===== src/ufa_pkg.sv =====
// How it works
// - Access granted only while request bit high
// - Direction one writes buffer, zero reads it
// - After write, direction to zero, then drop
// - After read, direction to one, then drop
// - Clear empties selected buffer even unready
// - Select 00 is endpoint 0, 01 endpoint 1
// - Setup flag set by engine, cleared by firmware
// - Ready shows selected buffer can take access
// - Zero-length packet from host sets flag
// - Data register read clears zero-length flag
// - Next setup token clears zero-length flag
// - Two eight-byte buffers behind pointer ports
// - Eight bytes maximum, firmware counts bytes
// - Read ends when ready drops, no bytes left
// - Write ends when ready drops, buffer full; the controller stops once the set length is written
// - Wait two microseconds before sampling ready
// - Two microseconds between consecutive byte moves
// - Zero-length send: request, ready, toggle, drop
// - Host-busy pipe is not granted to processor
// - Host done raises interrupt with pipe number
package ufa_pkg;
	localparam logic [7:0] CMD_ADDR = 8'h46;
	localparam logic [7:0] EP0_ADDR = 8'h48;
	localparam logic [7:0] EP1_ADDR = 8'h49;
	localparam int BIT_REQ = 0;
	localparam int BIT_TX = 1;
	localparam int BIT_CLR = 2;
	localparam int BIT_SEL_LO = 3;
	localparam int BIT_SEL_HI = 4;
	localparam int BIT_SETUP = 5;
	localparam int BIT_READY = 6;
	localparam int BIT_ZLF = 7;
	localparam logic [1:0] SEL_EP0 = 2'h0;
	localparam logic [1:0] SEL_EP1 = 2'h1;
	localparam int BUF_DEPTH = 8;
	localparam logic [3:0] PKT_MAX = 4'h8;
	localparam logic [7:0] BYTE_RESET = 8'h00;
	localparam int CLK_NS = 5;
	localparam int GAP_NS = 2000;
	localparam int GAP_CYC = (GAP_NS + CLK_NS - 1) / CLK_NS;
	localparam logic [8:0] GAP_CNT = 9'(GAP_CYC);
	localparam logic [7:0] AX_CTRL = 8'h00;
	localparam logic [7:0] AX_STAT = 8'h04;
	localparam logic [7:0] AX_TXLO = 8'h08;
	localparam logic [7:0] AX_TXHI = 8'h0C;
	localparam logic [7:0] AX_RXLO = 8'h10;
	localparam logic [7:0] AX_RXHI = 8'h14;
	localparam logic [1:0] RESP_OKAY = 2'h0;
	localparam logic [1:0] RESP_SLVERR = 2'h2;
endpackage : ufa_pkg


===== src/ufa_if.sv =====
`timescale 1ns/1ps
`default_nettype none
interface ufa_if;
	logic [7:0] regAddr;
	logic [7:0] regWdata;
	logic [7:0] regRdata;
	logic regWr;
	logic regRd;
	logic usbInt;
	logic activePipe;
	modport dev (input regAddr, regWdata, regWr, regRd,
		output regRdata, usbInt, activePipe);
	modport ctl (output regAddr, regWdata, regWr, regRd,
		input regRdata, usbInt, activePipe);
endinterface : ufa_if
`default_nettype wire


===== src/ufa_ctl.sv =====
// The AXI4-Lite register port is this design's own decision.
`timescale 1ns/1ps
`default_nettype none
module ufa_ctl
	import ufa_pkg::*;
(
	input wire logic clk_sys,
	input wire logic srst,
	ufa_if.ctl port,
	input wire logic [7:0] awaddr,
	input wire logic awvalid,
	output logic awready,
	input wire logic [31:0] wdata,
	input wire logic [3:0] wstrb,
	input wire logic wvalid,
	output logic wready,
	output logic [1:0] bresp,
	output logic bvalid,
	input wire logic bready,
	input wire logic [7:0] araddr,
	input wire logic arvalid,
	output logic arready,
	output logic [31:0] rdata,
	output logic [1:0] rresp,
	output logic rvalid,
	input wire logic rready
);
	typedef enum logic [3:0] {
		S_IDLE, S_PRE, S_REQ, S_WAIT, S_POLL, S_POLLW, S_PCHK, S_XFER,
		S_XFERW, S_XCHK, S_GAP, S_END1, S_END2, S_CLR, S_ZRD
	} ufa_state_e;
	typedef struct packed {
		ufa_state_e st;
		logic dir;
		logic pipe;
		logic keepSetup;
		logic [3:0] len;
		logic [3:0] cnt;
		logic [8:0] waitCnt;
		logic [7:0][7:0] txBuf;
		logic [7:0][7:0] rxBuf;
		logic busy;
		logic done;
		logic zlf;
		logic setup;
		logic lastPipe;
		logic [7:0] regAddr;
		logic [7:0] regWdata;
		logic regWr;
		logic regRd;
		logic awHeld;
		logic wHeld;
		logic [7:0] awAddr;
		logic [31:0] wData;
		logic [3:0] wStrb;
		logic bvalid;
		logic [1:0] bresp;
		logic rvalid;
		logic [31:0] rdata;
		logic [1:0] rresp;
	} ufa_ctl_s;
	ufa_ctl_s cReg;
	ufa_ctl_s cNext;

	function automatic logic [7:0] cmdByte(input logic keep,
		input logic pipe, input logic clr, input logic tx, input logic req);
		cmdByte = {2'b00, keep, 1'b0, pipe, clr, tx, req};
	endfunction : cmdByte

	function automatic logic [7:0] epAddr(input logic pipe);
		epAddr = pipe ? EP1_ADDR : EP0_ADDR;
	endfunction : epAddr

	assign awready = !cReg.awHeld && !cReg.bvalid;
	assign wready = !cReg.wHeld && !cReg.bvalid;
	assign arready = !cReg.rvalid;

	always_comb
	begin
		cNext = cReg;
		cNext.regWr = 1'b0;
		cNext.regRd = 1'b0;
		if (awvalid && awready)
		begin
			cNext.awHeld = 1'b1;
			cNext.awAddr = awaddr;
		end
		if (wvalid && wready)
		begin
			cNext.wHeld = 1'b1;
			cNext.wData = wdata;
			cNext.wStrb = wstrb;
		end
		if (bvalid && bready)
			cNext.bvalid = 1'b0;
		if (rvalid && rready)
			cNext.rvalid = 1'b0;
		if (port.usbInt)
			cNext.lastPipe = port.activePipe;
		case (cReg.st)
			S_IDLE:
			begin
				cNext.busy = 1'b0;
				if (cReg.awHeld && cReg.wHeld && cReg.awAddr == AX_CTRL
					&& cReg.wStrb[0] && cReg.wData[0])
				begin
					cNext.busy = 1'b1;
					cNext.done = 1'b0;
					cNext.dir = cReg.wData[1];
					cNext.pipe = cReg.wData[2];
					cNext.keepSetup = !cReg.wData[4];
					cNext.len = (cReg.wData[11:8] > PKT_MAX) ? PKT_MAX
						: cReg.wData[11:8];
					cNext.cnt = 4'h0;
					cNext.regWr = 1'b1;
					cNext.regAddr = CMD_ADDR;
					cNext.regWdata = cmdByte(!cReg.wData[4], cReg.wData[2],
						cReg.wData[3], cReg.wData[1], 1'b0);
					cNext.st = cReg.wData[3] ? S_CLR : S_REQ;
				end
			end
			S_CLR:
			begin
				cNext.regWr = 1'b1;
				cNext.regWdata = cmdByte(cReg.keepSetup, cReg.pipe, 1'b0,
					1'b0, 1'b0);
				cNext.done = 1'b1;
				cNext.st = S_IDLE;
			end
			S_REQ:
			begin
				cNext.regWr = 1'b1;
				cNext.regWdata = cmdByte(cReg.keepSetup, cReg.pipe, 1'b0,
					cReg.dir, 1'b1);
				cNext.waitCnt = GAP_CNT;
				cNext.st = S_WAIT;
			end
			S_WAIT, S_GAP:
			begin
				cNext.waitCnt = cReg.waitCnt - 9'h001;
				if (cReg.waitCnt == 9'h001)
					cNext.st = S_POLL;
			end
			S_POLL:
			begin
				cNext.regRd = 1'b1;
				cNext.regAddr = CMD_ADDR;
				cNext.st = S_POLLW;
			end
			S_POLLW:
				cNext.st = S_PCHK;
			S_PCHK:
			begin
				cNext.zlf = port.regRdata[BIT_ZLF];
				cNext.setup = port.regRdata[BIT_SETUP];
				if (port.regRdata[BIT_READY])
					cNext.st = (cReg.dir && cReg.cnt == cReg.len)
						? S_END1 : S_XFER;
				else if (cReg.cnt != 4'h0)
					cNext.st = S_END1;
				// An empty packet is acknowledged by one data read
				else if (!cReg.dir && port.regRdata[BIT_ZLF])
					cNext.st = S_ZRD;
				else
					cNext.st = S_POLL;
			end
			S_XFER:
			begin
				cNext.regAddr = epAddr(cReg.pipe);
				if (cReg.dir)
				begin
					cNext.regWr = 1'b1;
					cNext.regWdata = cReg.txBuf[cReg.cnt[2:0]];
					cNext.cnt = cReg.cnt + 4'h1;
					cNext.waitCnt = GAP_CNT;
					cNext.st = S_GAP;
				end
				else
				begin
					cNext.regRd = 1'b1;
					cNext.st = S_XFERW;
				end
			end
			S_XFERW:
				cNext.st = S_XCHK;
			S_XCHK:
			begin
				cNext.rxBuf[cReg.cnt[2:0]] = port.regRdata;
				cNext.cnt = cReg.cnt + 4'h1;
				cNext.waitCnt = GAP_CNT;
				cNext.st = S_GAP;
			end
			S_END1:
			begin
				cNext.regWr = 1'b1;
				cNext.regAddr = CMD_ADDR;
				cNext.regWdata = cmdByte(cReg.keepSetup, cReg.pipe, 1'b0,
					!cReg.dir, 1'b1);
				cNext.st = S_END2;
			end
			S_END2:
			begin
				cNext.regWr = 1'b1;
				cNext.regWdata = cmdByte(cReg.keepSetup, cReg.pipe, 1'b0,
					!cReg.dir, 1'b0);
				cNext.done = 1'b1;
				cNext.st = S_IDLE;
			end
			S_ZRD:
			begin
				cNext.regRd = 1'b1;
				cNext.regAddr = epAddr(cReg.pipe);
				cNext.st = S_END1;
			end
			default:
				cNext.st = S_IDLE;
		endcase
		if (cReg.awHeld && cReg.wHeld)
		begin
			cNext.awHeld = 1'b0;
			cNext.wHeld = 1'b0;
			cNext.bvalid = 1'b1;
			cNext.bresp = RESP_OKAY;
			for (int b = 0; b < 4; b++)
			begin
				if (cReg.wStrb[b] && cReg.awAddr == AX_TXLO)
					cNext.txBuf[b] = cReg.wData[8*b +: 8];
				if (cReg.wStrb[b] && cReg.awAddr == AX_TXHI)
					cNext.txBuf[b+4] = cReg.wData[8*b +: 8];
			end
			if (cReg.awAddr != AX_CTRL && cReg.awAddr != AX_TXLO
				&& cReg.awAddr != AX_TXHI)
				cNext.bresp = RESP_SLVERR;
		end
		if (arvalid && arready)
		begin
			cNext.rvalid = 1'b1;
			cNext.rresp = RESP_OKAY;
			case (araddr)
				AX_CTRL: cNext.rdata = {20'h00000, cReg.len, 5'h00,
					cReg.pipe, cReg.dir, 1'b0};
				AX_STAT: cNext.rdata = {23'h000000, cReg.lastPipe,
					cReg.cnt, cReg.zlf, cReg.setup, cReg.done, cReg.busy};
				AX_TXLO: cNext.rdata = cReg.txBuf[3:0];
				AX_TXHI: cNext.rdata = cReg.txBuf[7:4];
				AX_RXLO: cNext.rdata = cReg.rxBuf[3:0];
				AX_RXHI: cNext.rdata = cReg.rxBuf[7:4];
				default:
				begin
					cNext.rdata = 32'h00000000;
					cNext.rresp = RESP_SLVERR;
				end
			endcase
		end
	end

	always_ff @(posedge clk_sys)
	begin
		if (srst)
		begin
			cReg <= '0;
			cReg.st <= S_IDLE;
		end
		else
			cReg <= cNext;
	end

	assign port.regAddr = cReg.regAddr;
	assign port.regWdata = cReg.regWdata;
	assign port.regWr = cReg.regWr;
	assign port.regRd = cReg.regRd;
	assign bvalid = cReg.bvalid;
	assign bresp = cReg.bresp;
	assign rvalid = cReg.rvalid;
	assign rdata = cReg.rdata;
	assign rresp = cReg.rresp;
endmodule : ufa_ctl
`default_nettype wire


===== src/flat_wrapper.sv =====
// flat-port wrapper written by rule: the top's interface ports become plain ports
module ufa_ctl_flat import ufa_pkg::*;
  (clk_sys, srst, awaddr, awvalid, awready, wdata, wstrb, wvalid, wready, bresp, bvalid, bready, araddr, arvalid, arready, rdata, rresp, rvalid, rready, port_regAddr, port_regWdata, port_regWr, port_regRd, port_regRdata, port_usbInt, port_activePipe);
  ufa_if port_i ();
  input wire logic clk_sys;
  input wire logic srst;
  input wire logic [7:0] awaddr;
  input wire logic awvalid;
  output logic awready;
  input wire logic [31:0] wdata;
  input wire logic [3:0] wstrb;
  input wire logic wvalid;
  output logic wready;
  output logic [1:0] bresp;
  output logic bvalid;
  input wire logic bready;
  input wire logic [7:0] araddr;
  input wire logic arvalid;
  output logic arready;
  output logic [31:0] rdata;
  output logic [1:0] rresp;
  output logic rvalid;
  input wire logic rready;
  output wire logic [$bits(port_i.regAddr)-1:0] port_regAddr;
  output wire logic [$bits(port_i.regWdata)-1:0] port_regWdata;
  output wire logic [$bits(port_i.regWr)-1:0] port_regWr;
  output wire logic [$bits(port_i.regRd)-1:0] port_regRd;
  input wire logic [$bits(port_i.regRdata)-1:0] port_regRdata;
  input wire logic [$bits(port_i.usbInt)-1:0] port_usbInt;
  input wire logic [$bits(port_i.activePipe)-1:0] port_activePipe;
  assign port_regAddr = port_i.regAddr;
  assign port_regWdata = port_i.regWdata;
  assign port_regWr = port_i.regWr;
  assign port_regRd = port_i.regRd;
  assign port_i.regRdata = port_regRdata;
  assign port_i.usbInt = port_usbInt;
  assign port_i.activePipe = port_activePipe;
  ufa_ctl u_core (.clk_sys(clk_sys), .srst(srst), .port(port_i), .awaddr(awaddr), .awvalid(awvalid), .awready(awready), .wdata(wdata), .wstrb(wstrb), .wvalid(wvalid), .wready(wready), .bresp(bresp), .bvalid(bvalid), .bready(bready), .araddr(araddr), .arvalid(arvalid), .arready(arready), .rdata(rdata), .rresp(rresp), .rvalid(rvalid), .rready(rready));
endmodule

===== config.mk =====
export PLATFORM = sky130hd
export DESIGN_NAME = ufa_ctl_flat
export DESIGN_NICKNAME = d
export VERILOG_FILES = /design/src/ufa_pkg.sv /design/src/ufa_if.sv /design/src/ufa_ctl.sv /design/src/flat_wrapper.sv
export SDC_FILE = /design/constraint.sdc
export NUM_CORES = 1
export LEC_CHECK = 0
export BUFFER_PORTS_ARGS = -buffer_cell sky130_fd_sc_hd__buf_4
export CORE_ASPECT_RATIO = 2
export CORE_MARGIN = 2
export CORE_UTILIZATION = 55
export CTS_CLUSTER_DIAMETER = 120
export DETAILED_ROUTE_END_ITERATION = 7
export MAX_ROUTING_LAYER = met4
export PLACE_DENSITY = 0.84
export SYNTH_ARGS = -nofsm -noshare
export SYNTH_HDL_FRONTEND = slang
export SYNTH_SLANG_ARGS = --single-unit

===== constraint.sdc =====
create_clock -name clk_sys -period 5.3 [get_ports clk_sys]
set_clock_uncertainty 0.2 [all_clocks]
set_input_delay 0.265 -clock clk_sys [delete_from_list [all_inputs] [get_ports clk_sys]]
set_output_delay 0.265 -clock clk_sys [all_outputs]
set_load 0.02 [all_outputs]

==> flow_summary.ini, run 1 <==
[layout]
design_area_um2 = 13500
area_delta_synth_final_pct = 17.3
nets = 1456
diodes = 0
layout-drive-gt1-share_pct = 14.4

[global_route]
grt_pass1_wl_um = 51000
antenna_found_initial = 0
grt_max_degree = 125
overflow = 0
grt_pass1_vias = 9866
groute.usage.overall_pct = 29.9

[detailed_routing]
num_vias = 10100
detail_route.iter0.violations = 856
via_per_inst = 6.08
routed_wirelength_um = 32900
drtAntennaViolNets = 0
route.detailed.drc = 0
met3_length_um = 1610
drtPass1Iterations = 5
top_layer = met4
post_drt_wl_per_cell_um = 19.8
wl_met1_um = 11300
wl_met2_um = 17000

[die]
start_util_pct = 56.2
die_h_um = 208
core-area_um2 = 20500
std_cell_rows = 74
fp.dieW_um = 106
ios = 128
die_area_um2 = 22100

[logic_synthesis]
synth_top_area_share_pct = 44.1
yosysSeqAreaShare_pct = 44.1
syn_inst = 1316
yosys.area.top_type = dfxtp_1
ys.flop_type = dfxtp_1
synth_cell_types = 61
synth_seq_cells = 253
postSynthAreaPerCell_um2 = 8.73
synth_area_leaders = dfxtp_1 44%, mux2i_1 12%, nand2_1 6.8%
synth_warnings = 0
synth-edff-count = 0
syn_area_um2 = 11500
synthArstFlopShare_pct = 0

[placement]
dpl_cell_area_um2 = 12100
place.gp.congestion = 0.954
port_buffers = 122
hpwl_um = 22100

[worst_setup_path]
startpoint = u_core.cReg[82]
arrival_ns = 3.13
required_ns = 5.46
crit_path_end_kind = flop
worst-path-max-fanout = 21
cp-start-kind = flop
criticalPathCategory = flop to flop
r2r-start = u_core.cReg[82]

[sta]
timing.hold.ws_ns = 0.0212
setup_viol = 0
fmax_mhz = 337
fin_crit_sh_pct = 56.0
drv_slew = 0
relSlewSlack_pct = 14.1
final-hold-violation-count = 0
fin_setup_tns_ns = 0
worst_pin_slew_ns = 1.29
rsz0062_at_grt = false
fin_crit_ns = 2.97

[worst_hold_path]
hp-start = awvalid
hp-class = primary input to flop

[power_and_ir_drop]
p_leak_nw = 5.14
power.density_nw_per_um2 = 301
ir_worst_vdd_uv = 212

[clock_network]
numCtsBuffers = 22
clock_latency_ns = 0.52
cts.sink_count = 253
cts_tree = yes
clockRootBuffer = clkbuf_16
htreeDepth = 1
cts_buffer_depth = 3
clkSlewWorstSetupHoldPaths_ns = 0.07

[run]
cap_violations = 0

[run_status]
status = finished clean
-- cell families after synthesis --
logic type | Yosys count | share of synthesized area (%)
other cells | 1 | 0.0326
buf+inv | 163 | 7.21
mux | 155 | 15.2
flops | 253 | 44.1
fa+ha+maj | 4 | 0.436
compound gates | 257 | 13.6
xor+xnor | 18 | 1.37
simple gates | 465 | 18.1
-- final timing paths --
| path | to | slack [ns] | cells after the start |
|---|---|---|---|
| worst min-delay path | u_core.cReg[81] | 0.02 | 4 |
| worst max-delay path | u_core.cReg[221] | 2.33 | 6 |
| worst max register to register | u_core.cReg[221] | 2.33 | 6 |
| worst min register to register | u_core.port.regAddr[6] | 0.25 | 2 |
-- worst max-delay path: stages, from the launching register on --
cell and delay (ns):
dfxtp_1 0.41, or4bb_1 0.62, nor3_4 0.76, buf_4 0.36, nand2_1 0.22, nand2_1 0.15, a21oi_1 0.08
-- synthesized netlist by cell type, types with 3 or more instances --
library cell  count
mux2i_1         134
a22oi_1           6
a211oi_1         12
o31ai_1           4
nand2b_1          6
a22o_1           30
ha_1              4
nand2_1         207
and2_1            5
or3_1             4
dfxtp_1         253
nand3_1          78
mux4_2           15
nor3_1            9
nand3b_1          4
nor2b_1           6
xnor2_1           7
nor2_1          114
nor4_1            4
buf_1            13
xor2_1           11
o211ai_1          5
a31oi_1           5
inv_1            11
mux2_2            6
o21ai_0           9
o22ai_1          30
clkbuf_1         69
nor3_2            3
buf_2            17
buf_4            52
a21oi_1         141
nor3b_1           6
-- layout make-up --
class / count / area (um^2)
clock buffers: 31 / 656
clock inverters: 9 / 176
fillers: 1528 / 6980
inverters: 12 / 45.0
multi-input cells: 904 / 5630
flip-flops and latches: 253 / 5060
well taps: 266 / 333
repair buffers: 190 / 1580
-- through the flow --
step | cells | utilization, % | setup slack [ns] | power [mW]
global route | 1665 | 65.9 | 2.21 | 4.16
detailed placement | 1566 | 58.9 | 2.46 | 2.23
floorplan | 1320 | - | 3.09 | 2.14
CTS | 1665 | 65.9 | 2.43 | 4.05
global placement | 1566 | 58.9 | 2.55 | 2.22
finish | 1665 | 65.9 | 2.33 | 4.06
-- per-layer routing --
metal | up-vias | track usage (%)
met5 | - | -
met1 | 4800 | 29.8
met3 | 185 | 3.20
li1 | 4665 | -
met2 | 471 | 52.3
met4 | 0 | 22.5
-- state kept, by name, summed over array words and instances (netlist names) --
name                  cells
u_core.rresp              1
u_core.rdata             32
u_core.port.regWr         1
u_core.rvalid             1
u_core.bresp              1
u_core.port.regAddr       4
u_core.port.regWdata      8
u_core.cReg             203
u_core.port.regRd         1
u_core.bvalid             1
-- layout by cell type, fill, tap and decap left out, types with 7 or more instances in the layout --
cell type and n:
nor2_1 114, o22ai_1 30, a22o_1 30, a21oi_1 140, dlygate4sd3_1 59, nor3_1 8, nand2_1 207, buf_4 130
xnor2_1 7, inv_1 11, mux2i_1 134, nand3_1 78, xor2_1 11, dfxtp_1 253, a211oi_1 12, mux4_2 15
o21ai_0 9, clkbuf_16 23
-- where the power goes --
group / total (mW) / internal, mW / switching [mW] / leakage (nW)
combinational: 0.259 / 0.109 / 0.150 / 2.69
sequential: 1.97 / 1.93 / 0.0434 / 2.05
clock: 1.83 / 1.11 / 0.718 / 0.411
-- timing repair --
item / in CTS / in global routing
gates resized for setup: 0 / 0
hold buffers: 59 / 0
buffers inserted: 0 / 0
hold endpoints to repair: 114 / 0
No activity file was read; power rests on OpenSTA's default activity.
==> run 2, diff against run 1 <==
--- a/config.mk
+++ b/config.mk
@@ -8,7 +8,7 @@
 export BUFFER_PORTS_ARGS = -buffer_cell sky130_fd_sc_hd__buf_4
 export CORE_ASPECT_RATIO = 2
 export CORE_MARGIN = 2
-export CORE_UTILIZATION = 55
+export CORE_UTILIZATION = 53
 export CTS_CLUSTER_DIAMETER = 120
 export DETAILED_ROUTE_END_ITERATION = 7
 export MAX_ROUTING_LAYER = met4
==> constraint.sdc (replaced) <==
create_clock -name clk_sys -period 2.4 [get_ports clk_sys]
set_clock_uncertainty 0.2 [all_clocks]
set_input_delay 0.12 -clock clk_sys [delete_from_list [all_inputs] [get_ports clk_sys]]
set_output_delay 0.12 -clock clk_sys [all_outputs]
set_load 0.02 [all_outputs]
==> run 2 against run 1 <==
  * Flip-flop and latch count unchanged
  * Power grew 120%
  * Clock-buffer cell count decreased by 8
  * Die area is 3.7% higher
  * Wire length up 5.9%
==> flow_summary.ini, run 2 (synthesized netlist as in run 1, its figures left out) <==
[run_status]
status = finished clean

[worst_hold_path]
hp-class = primary input to flop
hold_depth = 4

[die]
ios = 128
std_cell_rows = 76
die_area_um2 = 22900
start_util_pct = 53.7
fp.dieW_um = 108
die_h_um = 212
core-area_um2 = 21400

[sta]
fin_crit_sh_pct = 96.2
final-hold-violation-count = 0
setup_viol = 0
drv_slew = 0
relSlewSlack_pct = 47.1
fin_crit_ns = 2.31
fmax_mhz = 433
worst_pin_slew_ns = 0.792

[detailed_routing]
routed_wirelength_um = 34900
via_per_inst = 5.93
post_drt_wl_per_cell_um = 19.7
num_vias = 10500
route.detailed.drc = 0
detail_route.iter0.violations = 628
drtAntennaViolNets = 0
drtPass1Iterations = 7

[worst_setup_path]
r2r_setup_slack_ns = 0.09
startpoint = u_core.cReg[82]
cp-start-kind = flop
arrival_ns = 2.51
criticalPathCategory = flop to flop
critical_path.endpoint = u_core.cReg[217]
worst-path-max-fanout = 36
timing.rr.end = u_core.cReg[217]
r2r-start = u_core.cReg[82]
rr_worst_depth = 6
required_ns = 2.61
crit_path_end_kind = flop

[layout]
layout-drive-gt1-share_pct = 16.8
nets = 1554
layout_commonest_cell = dfxtp_1
fillers = 1567
largest_reg_flops = 203
top_register = u_core.cReg
area_delta_synth_final_pct = 25.3
final_cell_mix = 251 x dfxtp_1, 206 x nand2_1, 164 x buf_4
multi_input_area_um2 = 5650
seqCellArea_um2 = 5070
fin_cells = 1772

[placement]
dpl.cell_count = 1610
place.gp.congestion = 0.968
hpwl_um = 22800
port_buffers = 122

[clock_network]
clkSlewWorstSetupHoldPaths_ns = 0.07
numCtsBuffers = 23
clock_latency_ns = 0.53
clockRootBuffer = clkbuf_16
htreeDepth = 1
cts_buffer_depth = 3
cts_tree = yes
cts.sink_count = 253

[global_route]
grt_pass1_wl_um = 54000
grt_max_degree = 72
overflow = 0
grt_pass1_vias = 10500
antenna_found_initial = 1
groute.usage.overall_pct = 31.0

[power_and_ir_drop]
ir_worst_vdd_uv = 720
p_leak_nw = 5.64
power_mw = 8.88
power.density_nw_per_um2 = 617

[run]
cap_violations = 0
==> run 2: changes by cell type in the layout (fill, tap and decap cells not counted), sizes merged <==
cell / previous run / this run
dlymetal6s4s: 0 / 1
clkinv: 4 / 9
dlygate4sd3: 59 / 117
clkinvlp: 0 / 5
buf: 131 / 169
inv: 12 / 14
clkbuf: 31 / 23
bufinv: 5 / 3
diode: 0 / 1
==> run 2: what timing repair did <==
action | in CTS | in global routing
hold buffers | 118 | 0
gates resized for setup | 0 | 10
buffers inserted | 0 | 1
endpoints found under the setup margin | 0 | 11
endpoints found under the hold margin | 152 | 0
==> run 2: area by class of cell <==
cell class	count	share of cell area (%)
multi-input cells	904	39.3
flip-flops and latches	253	35.2
repair buffers	287	17.4
clock buffers	23	4.00
well taps	273	2.37
clock inverters	19	1.43
inverters	12	0.313
diodes	1	0.0174
==> run 2: routing by layer <==
layer / up-vias / track usage, % / wire length, um
met5: - / - / 0
li1: 4866 / - / -
met4: 0 / 23.7 / 3130
met2: 472 / 54.2 / 17900
met1: 4971 / 31.1 / 12100
met3: 206 / 3.28 / 1720
==> run 2: report_power, final <==
| part | internal, mW | total (mW) | leakage [nW] | switching (mW) |
|---|---|---|---|---|
| combinational | 0.337 | 0.708 | 3.22 | 0.370 |
| clock | 2.12 | 3.83 | 0.372 | 1.71 |
| sequential | 4.26 | 4.35 | 2.05 | 0.0903 |
==> run 2: per-stage QoR <==
stage | utilization (%) | TNS, ns | setup slack (ns) | area [um^2] | hold slack, ns
6_report | 67.3 | 0 | 0.0905 | 14400 | 0.0389
5_1_grt | 67.3 | -0.0119 | -0.0119 | 14400 | 0.0512
4_1_cts | 67.1 | 0 | 0.0294 | 14400 | 0.0165
3_5_place_dp | 57.9 | 0 | 0.174 | 12400 | 0.109
3_3_place_gp | 57.9 | 0 | 0.200 | 12400 | 0.108
2_1_floorplan | - | 0 | 0.194 | 11500 | 0.0201
==> run 2: how the worst min path moves through the flow <==
stage	start	endpoint	slack, ns
final	araddr[7]	u_core.rdata[9]	0.04
after global routing	araddr[5]	u_core.rdata[9]	0.05
after CTS	araddr[5]	u_core.rdata[9]	0.02
after detailed placement	rready	u_core.rvalid	0.11
after global placement	rready	u_core.rvalid	0.11
after floorplan	rready	u_core.rvalid	0.02
==> run 2: critical path: stages (launching register included) <==
cell and delay [ns]:
dfxtp_1 0.40, or4bb_1 0.61, nor3_4 0.26, buf_12 0.22, nand2_1 0.22, nand2_1 0.18, a21oi_1 0.09
==> run 3, diff against run 2 <==
--- a/config.mk
+++ b/config.mk
@@ -8,7 +8,7 @@
 export BUFFER_PORTS_ARGS = -buffer_cell sky130_fd_sc_hd__buf_4
 export CORE_ASPECT_RATIO = 2
 export CORE_MARGIN = 2
-export CORE_UTILIZATION = 53
+export CORE_UTILIZATION = 55
 export CTS_CLUSTER_DIAMETER = 120
 export DETAILED_ROUTE_END_ITERATION = 7
 export MAX_ROUTING_LAYER = met4
==> constraint.sdc (replaced) <==
create_clock -name clk_sys -period 2.83 [get_ports clk_sys]
set_clock_uncertainty 0.2 [all_clocks]
set_input_delay 0.1415 -clock clk_sys [delete_from_list [all_inputs] [get_ports clk_sys]]
set_output_delay 0.1415 -clock clk_sys [all_outputs]
set_load 0.02 [all_outputs]
==> run 3 against run 2 <==
  * Register-to-register slack better by 0.12 ns
  * Clock power is 19% lower
  * Worst hold slack better by 0.00076 ns
  * Non-clock buffer count is 13 lower
  * Final area is 1.3% lower
  * Combinational power is 15% lower
  * Flip-flop and latch count stayed put
==> flow_summary.ini, run 3 (synthesized netlist as in run 1, its figures left out) <==
[run_status]
status = finished clean

[placement]
hpwl_um = 23100
place.gp.congestion = 0.989
port_buffers = 122

[global_route]
overflow = 0
grt_pass1_wl_um = 57500
groute.usage.overall_pct = 33.7
grt_max_degree = 81
grt_pass1_vias = 11100
antenna_found_initial = 1

[clock_network]
clkSlewWorstSetupHoldPaths_ns = 0.07
postCtsHoldBufs = 121
htreeDepth = 1
clock_latency_ns = 0.51
clockRootBuffer = clkbuf_16
cts.sink_count = 253
cts_resized = 0
numCtsBuffers = 22
cts_tree = yes
cts_buffer_depth = 3
cts_setup_buffers = 0

[detailed_routing]
drtPass1Iterations = 7
routed_wirelength_um = 36800
drtAntennaViolNets = 0
num_vias = 10800
detail_route.iter0.violations = 915
route.detailed.drc = 0
post_drt_wl_per_cell_um = 21.0
via_per_inst = 6.20

[sta]
setup_viol = 0
fmax_mhz = 382
worst_pin_slew_ns = 1.08
final-hold-violation-count = 0
fin_setup_tns_ns = 0
rsz0062_at_grt = false
fin_crit_sh_pct = 92.5
drv_slew = 0
fin_crit_ns = 2.62
relSlewSlack_pct = 28.0

[worst_setup_path]
required_ns = 3.09
path_cells = nor2_1, and2_1, nand2_1, dlygate4sd3_1, a21oi_1, dlygate4sd3_1
cp_slowest_cell = dlygate4sd3_1
crit_path_end_kind = flop
cp-start-kind = flop
crit_top_cell = dlygate4sd3_1
worst-path-max-fanout = 9
max_stage_delay_ns = 0.60
arrival_ns = 2.87
criticalPathCategory = flop to flop
r2r_setup_slack_ns = 0.21

[layout]
layout-drive-gt1-share_pct = 14.8
top_register = u_core.cReg
layout_commonest_cell = dfxtp_1
fin_util_pct = 69.5
area_delta_synth_final_pct = 23.7
nets = 1540
seqCellArea_um2 = 5060
final_cell_mix = 253 x dfxtp_1, 207 x nand2_1, 148 x buf_4
fillers = 1410
multi_input_area_um2 = 5630
largest_reg_flops = 203

[worst_hold_path]
hp-class = primary input to flop

[die]
start_util_pct = 56.2
die_h_um = 208
fp.dieW_um = 106
core-area_um2 = 20500
ios = 128
std_cell_rows = 74
die_area_um2 = 22100

[power_and_ir_drop]
p_leak_nw = 5.54
ir_worst_vdd_uv = 523
power.density_nw_per_um2 = 519

[run]
cap_violations = 0
-- run 3: changes by cell type in the layout (fill, tap and decap cells not counted), sizes merged --
| cell | previous run | this run |
|---|---|---|
| bufinv | 3 | 2 |
| dlymetal6s4s | 1 | 0 |
| clkinvlp | 5 | 3 |
| clkinv | 9 | 2 |
| buf | 169 | 153 |
| inv | 14 | 12 |
| clkbuf | 23 | 29 |
| dlygate4sd3 | 117 | 121 |
-- run 3: path summary, 6_finish.rpt --
path                          start                     end  cells past startpoint
max reg2reg           u_core.bvalid         u_core.cReg[81]                      6
min reg2reg  u_core.port.regAddr[6]  u_core.port.regAddr[6]                      2
max                   u_core.bvalid         u_core.cReg[81]                      6
min                          wvalid         u_core.cReg[41]                      5
-- run 3: critical path: cells and delay by family, from the launching register on --
kind                   cells  cell delay, ns
buffers and inverters      2            1.16
AND/OR/NAND/NOR            3            0.70
flip-flops                 1            0.36
AO/OA/AOI/OAI              1            0.14
-- run 3: layer usage --
metal	wire, um	track usage [%]	vias to the layer above	part of all wire (%)
met1	12300	33.9	5072	33
met2	18500	57.5	647	50
li1	-	-	4839	-
met5	0	-	-	0
met3	2320	4.35	265	6.3
met4	3680	27.1	0	10
-- run 3: per-stage QoR --
step	hold slack, ns	total power [mW]	instance area [um^2]	std cells	worst slack [ns]
finish	0.0397	7.38	14200	1746	0.213
global route	0.0520	7.55	14200	1746	0.111
CTS	0.00471	7.34	14200	1745	0.277
detailed placement	0.139	4.19	12300	1588	0.437
global placement	0.132	4.18	12300	1588	0.476
floorplan	0.0416	4.01	11500	1320	0.624
-- run 3: final cells by class --
| class | count | area share, % |
|---|---|---|
| clock buffers | 29 | 4.42 |
| diodes | 1 | 0.0176 |
| repair buffers | 274 | 17.0 |
| well taps | 266 | 2.34 |
| inverters | 12 | 0.317 |
| flip-flops and latches | 253 | 35.6 |
| clock inverters | 7 | 0.678 |
| multi-input cells | 904 | 39.6 |
-- run 3: where the power goes --
part	switching (mW)	leakage (nW)	internal, mW	total, mW
logic	0.316	3.15	0.283	0.599
clock network	1.35	0.346	1.74	3.09
registers	0.0790	2.05	3.61	3.69
